### src/cam_track_pkg.sv
// Constants, register map and carrier types for the cam track signal path
`default_nettype none
package cam_track_pkg;
  // Sizes of the path
  localparam int NUM_CAMS = 8;
  localparam int NUM_TRACKS = 32;
  localparam int NUM_OUT = 13;
  localparam int POS_W = 12;
  localparam int CNT_W = 16;
  localparam int TRK_W = 5;
  // Register byte offsets
  localparam logic [7:0] OFF_CTRL = 8'h00;
  localparam logic [7:0] OFF_TRACK_EN = 8'h04;
  localparam logic [7:0] OFF_PRESET_A = 8'h08;
  localparam logic [7:0] OFF_PRESET_B = 8'h0c;
  localparam logic [7:0] OFF_READOUT = 8'h10;
  localparam logic [7:0] OFF_FLAG_SNAP = 8'h14;
  localparam logic [7:0] OFF_CAM_SNAP = 8'h18;
  localparam logic [7:0] OFF_TRACK_SIG = 8'h1c;
  localparam logic [7:0] OFF_POS_SNAP = 8'h20;
  localparam logic [7:0] OFF_CAM_BASE = 8'h40;
  localparam logic [7:0] OFF_CAM_LAST = 8'h5c;
  // Readout request bit positions
  localparam int RD_POS_BIT = 0;
  localparam int RD_CAM_BIT = 1;
  // Special track indices
  localparam int TRK_CNT_A = 0;
  localparam int TRK_CNT_B = 1;
  localparam int TRK_BRAKE = 2;
  localparam int TRK_GATED = 3;
  // Reset values
  localparam logic [CNT_W-1:0] PRESET_RST = 16'h0000;
  localparam logic [NUM_OUT-1:0] TRACK_EN_RST = 13'h0000;
  // Control word, bit 6 downward
  typedef struct packed {
    logic counter_track_b_enable;  // Bit 6
    logic counter_track_a_enable;  // Bit 5
    logic track3_gate_option;      // Bit 4
    logic brake_mode;              // Bit 3
    logic cnt_mode_b;              // Bit 2
    logic cnt_mode_a;              // Bit 1
    logic direct_set;              // Bit 0
  } ctrl_t;
  localparam int CTRL_W = $bits(ctrl_t);
  localparam ctrl_t CTRL_RST = '0;
  // One cam word: enable, track, end, start
  typedef struct packed {
    logic en;                    // Bit 31
    logic [1:0] rsvd;            // Bits 30:29, read zero
    logic [TRK_W-1:0] track;     // Bits 28:24
    logic [POS_W-1:0] end_pos;   // Bits 23:12
    logic [POS_W-1:0] start_pos; // Bits 11:0
  } cam_cfg_t;
  localparam cam_cfg_t CAM_RST = '0;
endpackage : cam_track_pkg
`default_nettype wire

### src/cam_track_signal_path.sv
// Cam track signal path: flags, special tracks, enables, gating, APB registers
// Function
// - Cam flags and track results from position
// - Counter mode combines tracks 0/1 result
// - Brake mode combines track 2 with input
// - Direct-set selects enable word as signals
// - Host enables tracks and starts counters
// - Optional AND of track 3 with gate
// - Host reads uncombined flag bits on request
// - Tracks 3..31 flag equals track result
// - Final tracks 0..12 reported and driven
// - Tracks 13..31 reported unchanged
// - Counter decrements on rise, reload on fall after zero
// - Brake flag set on rise, staged clear
// - Track result is OR of cams
`default_nettype none
module cam_track_signal_path
  import cam_track_pkg::*;
(
  input wire logic sys_clk,
  input wire logic rst,
  input wire logic psel,
  input wire logic penable,
  input wire logic pwrite,
  input wire logic [7:0] paddr,
  input wire logic [31:0] pwdata,
  output logic [31:0] prdata,
  output logic pready,
  output logic pslverr,
  input wire logic [POS_W-1:0] actual_position,
  input wire logic brake_enable_input,
  input wire logic track3_gate_input,
  output logic [NUM_OUT-1:0] track_output_pins,
  output logic [NUM_TRACKS-1:0] track_signals
);
  // Whole state of the block
  typedef struct packed {
    ctrl_t ctrl;                          // Configuration
    logic [NUM_OUT-1:0] track_en;         // Track output enable word
    logic [1:0][CNT_W-1:0] preset;        // Counter presets
    cam_cfg_t [NUM_CAMS-1:0] cams;        // Cam table
    logic brake_meta;                     // Synchroniser stage one
    logic brake_sync;                     // Synchroniser stage two
    logic gate_meta;                      // Synchroniser stage one
    logic gate_sync;                      // Synchroniser stage two
    logic brake_prev;                     // Brake input last cycle
    logic [2:0] res_prev;                 // Results of tracks 0..2 last cycle
    logic [1:0][CNT_W-1:0] cnt;           // Counter values
    logic [1:0] cnt_flag;                 // Counter track flags
    logic brake_flag;                     // Brake track flag
    logic brake_dropped;                  // Brake input seen low since set
    logic [NUM_TRACKS-1:0] flag_snap;     // Readout of flag bits
    logic [NUM_CAMS-1:0] cam_snap;        // Readout of cam flags
    logic [POS_W-1:0] pos_snap;           // Readout of position
    logic [NUM_TRACKS-1:0] track_sig;     // Final track signals
    logic [NUM_OUT-1:0] pins;             // Output pins
    logic [31:0] rdata;                   // APB read data
    logic slverr;                         // APB error answer
  } state_t;

  state_t q, d;
  logic [NUM_CAMS-1:0] cam_flags;      // Live cam flags
  logic [NUM_TRACKS-1:0] track_results; // Live track results
  logic [NUM_TRACKS-1:0] flag_bits;    // Flags before combination
  logic [NUM_OUT-1:0] low_sig;         // Combined tracks 0..12
  logic setup_ph;                      // APB setup cycle
  logic access_wr;                     // APB write taking effect
  logic [2:0] cam_idx;                 // Cam word index
  logic in_cam;                        // Address hits cam table
  logic brake_rise;                    // Rising edge of brake input

  // Cam comparison and per-track OR
  cam_track_eval u_eval (
    .position(actual_position),
    .cams(q.cams),
    .cam_flags(cam_flags),
    .track_results(track_results)
  );

  // Bus phase decode
  assign setup_ph = psel && !penable;
  assign access_wr = psel && penable && pwrite;
  assign cam_idx = paddr[4:2];
  assign in_cam = (paddr >= OFF_CAM_BASE) && (paddr <= OFF_CAM_LAST) && (paddr[1:0] == 2'h0);
  assign brake_rise = q.brake_sync && !q.brake_prev;

  // Flag bits ahead of configuration and enables
  always_comb
  begin
    flag_bits = track_results;
    // Counter tracks take the counter flag
    flag_bits[TRK_CNT_A] = q.ctrl.cnt_mode_a ? q.cnt_flag[0] : track_results[TRK_CNT_A];
    flag_bits[TRK_CNT_B] = q.ctrl.cnt_mode_b ? q.cnt_flag[1] : track_results[TRK_CNT_B];
    // Brake track takes the brake flag
    flag_bits[TRK_BRAKE] = q.ctrl.brake_mode ? q.brake_flag : track_results[TRK_BRAKE];
  end

  // Direct set, enable masking and track 3 gating
  always_comb
  begin
    // Either the enable word itself or enabled flags
    low_sig = q.ctrl.direct_set ? q.track_en : (flag_bits[NUM_OUT-1:0] & q.track_en);
    // Optional external gate on track 3
    if (q.ctrl.track3_gate_option)
    begin
      low_sig[TRK_GATED] = low_sig[TRK_GATED] & q.gate_sync;
    end
  end

  // Next-state logic
  always_comb
  begin
    logic rise;
    logic fall;
    logic en;
    rise = 1'b0;
    fall = 1'b0;
    en = 1'b0;
    d = q;
    // Input synchronisers
    d.brake_meta = brake_enable_input;
    d.brake_sync = q.brake_meta;
    d.gate_meta = track3_gate_input;
    d.gate_sync = q.gate_meta;
    d.brake_prev = q.brake_sync;
    d.res_prev = track_results[2:0];
    // Counter tracks
    for (int i = 0; i < 2; i++)
    begin
      rise = track_results[i] && !q.res_prev[i];
      fall = !track_results[i] && q.res_prev[i];
      en = (i == 0) ? q.ctrl.counter_track_a_enable : q.ctrl.counter_track_b_enable;
      if (!en)
      begin
        // Stopped counter waits at its preset
        d.cnt[i] = q.preset[i];
        d.cnt_flag[i] = 1'b0;
      end
      else if (fall && q.cnt_flag[i])
      begin
        // Falling edge after zero clears and reloads
        d.cnt_flag[i] = 1'b0;
        d.cnt[i] = q.preset[i];
      end
      else if (rise && (q.cnt[i] != '0))
      begin
        // Count down, flag when zero reached
        d.cnt[i] = q.cnt[i] - CNT_W'(1);
        d.cnt_flag[i] = (q.cnt[i] == CNT_W'(1));
      end
    end
    // Brake track
    if (brake_rise)
    begin
      // Rising input sets the flag
      d.brake_flag = 1'b1;
      d.brake_dropped = 1'b0;
    end
    else if (q.brake_flag && !q.brake_sync && !q.brake_dropped)
    begin
      // Input released, arm the clear
      d.brake_dropped = 1'b1;
    end
    else if (q.brake_dropped && q.res_prev[TRK_BRAKE] && !track_results[TRK_BRAKE])
    begin
      // Falling result edge after release clears
      d.brake_flag = 1'b0;
      d.brake_dropped = 1'b0;
    end
    // Final signals toward host and pins
    d.track_sig = {flag_bits[NUM_TRACKS-1:NUM_OUT], low_sig};
    d.pins = low_sig;
    // APB read answer prepared in setup cycle
    if (setup_ph)
    begin
      d.rdata = 32'h0000_0000;
      d.slverr = 1'b0;
      if (in_cam)
      begin
        d.rdata = q.cams[cam_idx];
      end
      else
      begin
        unique case (paddr)
          OFF_CTRL: d.rdata = {25'h0, q.ctrl};
          OFF_TRACK_EN: d.rdata = {19'h0, q.track_en};
          OFF_PRESET_A: d.rdata = {16'h0, q.preset[0]};
          OFF_PRESET_B: d.rdata = {16'h0, q.preset[1]};
          OFF_READOUT: d.rdata = 32'h0000_0000;
          OFF_FLAG_SNAP: d.rdata = q.flag_snap;
          OFF_CAM_SNAP: d.rdata = {24'h0, q.cam_snap};
          OFF_TRACK_SIG: d.rdata = q.track_sig;
          OFF_POS_SNAP: d.rdata = {20'h0, q.pos_snap};
          default: d.slverr = 1'b1;
        endcase
      end
    end
    // APB writes at the access edge
    if (access_wr && !q.slverr)
    begin
      if (in_cam)
      begin
        d.cams[cam_idx] = cam_cfg_t'(pwdata & 32'h9fff_ffff);
      end
      else
      begin
        unique case (paddr)
          OFF_CTRL: d.ctrl = ctrl_t'(pwdata[CTRL_W-1:0]);
          OFF_TRACK_EN: d.track_en = pwdata[NUM_OUT-1:0];
          OFF_PRESET_A: d.preset[0] = pwdata[CNT_W-1:0];
          OFF_PRESET_B: d.preset[1] = pwdata[CNT_W-1:0];
          OFF_READOUT:
          begin
            // Either request freezes the raw flag bits
            if (pwdata[RD_POS_BIT] || pwdata[RD_CAM_BIT])
            begin
              d.flag_snap = flag_bits;
            end
            if (pwdata[RD_POS_BIT])
            begin
              d.pos_snap = actual_position;
            end
            if (pwdata[RD_CAM_BIT])
            begin
              d.cam_snap = cam_flags;
            end
          end
          default: d.slverr = q.slverr;
        endcase
      end
    end
  end

  // State register with synchronous reset
  always_ff @(posedge sys_clk)
  begin
    if (rst)
    begin
      // Everything cleared, counters at reset preset
      q <= '0;
      q.ctrl <= CTRL_RST;
      q.track_en <= TRACK_EN_RST;
      q.preset <= {PRESET_RST, PRESET_RST};
      q.cnt <= {PRESET_RST, PRESET_RST};
    end
    else
    begin
      q <= d;
    end
  end

  // Outputs from registers, bus handshake from psel and penable
  assign prdata = q.rdata;
  assign pslverr = q.slverr && psel && penable;
  assign pready = psel && penable;
  assign track_output_pins = q.pins;
  assign track_signals = q.track_sig;
endmodule // cam_track_signal_path
`default_nettype wire

### src/cam_track_eval.sv
// Cam flag and track result evaluation from actual position
`default_nettype none
module cam_track_eval
  import cam_track_pkg::*;
(
  input wire logic [POS_W-1:0] position,
  input wire cam_cfg_t [NUM_CAMS-1:0] cams,
  output logic [NUM_CAMS-1:0] cam_flags,
  output logic [NUM_TRACKS-1:0] track_results
);
  // Cam is on while position lies in its closed window
  genvar c;
  generate
    for (c = 0; c < NUM_CAMS; c++)
    begin : g_cam
      assign cam_flags[c] = cams[c].en && (position >= cams[c].start_pos) && (position <= cams[c].end_pos);
    end
  endgenerate

  // Each track ORs all cams assigned to it
  genvar t;
  generate
    for (t = 0; t < NUM_TRACKS; t++)
    begin : g_track
      always_comb
      begin
        track_results[t] = 1'b0;
        for (int k = 0; k < NUM_CAMS; k++)
        begin
          // Assigned cam contributes
          if (cams[k].track == TRK_W'(t))
          begin
            track_results[t] = track_results[t] | cam_flags[k];
          end
        end
      end
    end
  endgenerate
endmodule // cam_track_eval
`default_nettype wire

### config.mk
export PLATFORM = sky130hd
export DESIGN_NAME = cam_track_signal_path
export DESIGN_NICKNAME = d
export VERILOG_FILES = /design/src/cam_track_pkg.sv /design/src/cam_track_signal_path.sv /design/src/cam_track_eval.sv
export SDC_FILE = /design/constraint.sdc
export NUM_CORES = 2
export LEC_CHECK = 0
export BUFFER_PORTS_ARGS = -buffer_cell sky130_fd_sc_hd__buf_2
export CAP_MARGIN = 20
export CORE_ASPECT_RATIO = 0.8
export CORE_MARGIN = 4
export CORE_UTILIZATION = 40
export DETAILED_ROUTE_END_ITERATION = 8
export HOLD_SLACK_MARGIN = 0.15
export PLACE_DENSITY_LB_ADDON = 0.08
export REMOVE_ABC_BUFFERS = 1
export SYNTH_ARGS = -nofsm -noshare
export SYNTH_HDL_FRONTEND = slang
export SYNTH_HIERARCHICAL = 1
export SYNTH_SLANG_ARGS = --single-unit
### constraint.sdc
create_clock -name sys_clk -period 4.2 [get_ports sys_clk]
set_input_delay 0.42 -clock sys_clk [delete_from_list [all_inputs] [get_ports sys_clk]]
set_output_delay 0.42 -clock sys_clk [all_outputs]
set_load 0.01 [all_outputs]
==> summary.txt <==
Cells and area
  – Share of cells above drive strength 1: 19.2%
  – # fillers: between 6000 and 7000
  – Util after Layout: between 40 and 50%
  – Fin area: 0.0325 sq mm
  – Area grow syn2layout: 16.7%
  – NumNets Final: a little under 4000

Place
  – Buffers on Ports: 135
  – HPWL Detailed: 88.8 mm
  – DP Area: 0.0301 sq mm
  – Gpl congestion: 0.976

STA
  – Clock skew: 0.0194 ns
  – RSZ-0062 raised after global routing: yes
  – Setup-failing EPs final: 0
  – Hold Vio Cnt, Final: 0
  – Max Slew Vio Count: 0
  – Total Neg Setup Slack: 0 ns
  – Min Tclk post-route: about 4.1 ns
  – Fmax: 242 MHz
  – Final worst path period share: between 90 and 100%
  – Slew Limit Headroom: between 15 and 20%
  – Transition time of the tightest slew-check pin: ~1.3 ns

GRT
  – First-pass GRT wire length: 178 mm
  – GR Overflow Total: 0
  – Initial antenna violation count: 4
  – Vias in the first global route: approximately 26000
  – Largest net degree at the start of global routing: 132
  – GRT Total Usage: 32.2%

Clock network
  – CTS Buf Count: 49
  – CTS tree: yes
  – Worst-skew pair later-pin latency: slightly above 0.6 ns
  – # H-tree levels: 2
  – Sink Count: 453
  – Reg clk slew, reported paths: 0.06 ns
  – Clk root buf: clkbuf_16
  – Max clock buf depth: 3

Detailed routing
  – Avg WL per Cell: 26.6 um
  – Pre-antenna DRT Iters: 6
  – Vias: around 28000
  – DRT iter0 DRCs: ~2800
  – # DRC: 0
  – Post-route ant nets: 0
  – Via-to-Cell Ratio: 5.97
  – DRT Wirelength: 123 mm

Pwr
  – Leak pwr: 11.4 nW
  – Pwr Density: 304 mW/mm^2
  – Worst IR Drop VDD: about 0.28 mV

Min path
  – Worst Hold Class: in -> reg

Floorplan
  – Initial Utilization: 40.4%
  – FP Rows: 86
  – # IOs: 138
  – Die ar.: between 0.07 and 0.08 sq mm
  – Die W: 303 um
  – Core region area: 0.0689 sq mm
  – Die Height: 244 um

Setup path
  – Crit-path leading delay family: simple AND/OR/NAND/NOR gates
  – Crit path kind: reg -> reg
  – Crit path max-delay cell type: nor4_4
  – Crit path required time: around 4.7 ns
  – CP arrival: 4.58 ns
  – CP most frequent cell: nand4_1
  – Critical Path Start Type: flip-flop
  – Crit path max fanout: 5
  – R2R Setup Slk: 0.07 ns
  – Slowest stage delay, CP: 0.47 ns
  – CP Cell Sequence: inv_1 > ha_1 > nand4_1 > nor4_2 > a21oi_4 > nor4_4 > a21oi_2 > nand4_1 > buf_4 > or4b_4 > or3_4 > a2111oi_4 > xnor2_1 > a211oi_2
  – Setup crit end kind: flip-flop
  – CP bufs+invs: 2

Status
  – Run status: finished clean

Yosys
  – Avg Synthesized Cell Area: 7.93 sq um
  – Warnings, synthesis: 6
  – Mapped cell area: 0.0278 sq mm
  – Synth Instances: 3506

Run
  – Max Cap Viol: 0
==> placed cells by master (no fill, tap or decap), drive strengths merged, types with 12 or more instances in the layout <==
cell	n
a221oi	16
nor4b	45
nor4	64
and2	12
o22ai	30
dfxtp	453
nor3b	27
nand3	97
mux4	46
nand2	701
mux2i	75
ha	196
o21ai	52
buf	387
nand4	39
xnor2	20
a21o	12
o221ai	17
a21oi	427
a2111oi	18
nand2b	46
mux2	48
or3	12
dlygate4sd3	17
a211oi	54
nor3	42
a22oi	92
clkbuf	75
inv	215
nor2	174
nor2b	39
==> where the power goes <==
group          total, W  internal [W]  switching, W  leakage, nW
Combinational  0.000919      0.000317      0.000601         6.88
Sequential      0.00432       0.00431    0.00000782         3.66
Clock           0.00463       0.00267       0.00196        0.836
Total           0.00986       0.00730       0.00256         11.4
==> metal layers <==
layer / track usage (%) / up-vias / share of wire, %
li1: - / 12540 / -
met2: 48.2 / 1216 / 43
met3: 5.23 / 243 / 8.1
met5: 0 / - / 0.0081
met1: 47.1 / 13523 / 46
met4: 10.3 / 2 / 3.5
==> layout make-up <==
type | instances | area, sq um | share of cell area [%]
tap | 924 | 1160 | 3.56
sequential | 453 | 9090 | 28.0
inverter | 213 | 800 | 2.46
antenna | 3 | 7.51 | 0.0231
clock inverter | 16 | 213 | 0.655
clock buffer | 75 | 1480 | 4.54
timing repair buffer | 404 | 2890 | 8.90
multi-input combinational | 2522 | 16800 | 51.8
==> stage by stage <==
step / hold slack [ns] / worst slack, ns / std cells / total power (W)
after floorplan: 0.414 / -2.56 / 3188 / 0.00472
after global placement: 0.428 / -0.544 / 4492 / 0.00525
after detailed placement: 0.420 / -0.623 / 4494 / 0.00527
after CTS: 0.193 / 0.0119 / 4603 / 0.00990
after global routing: 0.214 / -0.0740 / 4609 / 0.0102
final: 0.223 / 0.0707 / 4610 / 0.00986
==> worst reg2reg max path: stages, from the launching register on <==
cell and delay [ns]:
dfxtp_1 0.37, inv_1 0.08, ha_1 0.31, nand4_1 0.24
nor4_2 0.44, a21oi_4 0.12, nor4_4 0.47, a21oi_2 0.09
nand4_1 0.24, buf_4 0.17, or4b_4 0.45, or3_4 0.43
a2111oi_4 0.30, xnor2_1 0.17, a211oi_2 0.09
==> registers in the layout (all words and copies together), names as in the netlist <==
register       cells
prdata            32
d                  3
track_signals     32
q                386
==> timing repair <==
action	4_1_cts	5_1_grt
endpoints found under the setup margin	19	23
setup buffers	1	4
pin swaps	6	31
resized for setup	14	76
hold buffers	17	0
hold endpoints to repair	94	0
==> worst paths after layout <==
kind,start,endpoint,depth (start not counted)
worst min register to register,d[170],q[170],1
worst min-delay path,pwdata[9],q[183],3
worst max-delay path,q[261],q[143],14
worst max register to register,q[261],q[143],14
Note: power is estimated with default switching activity, not from simulation.
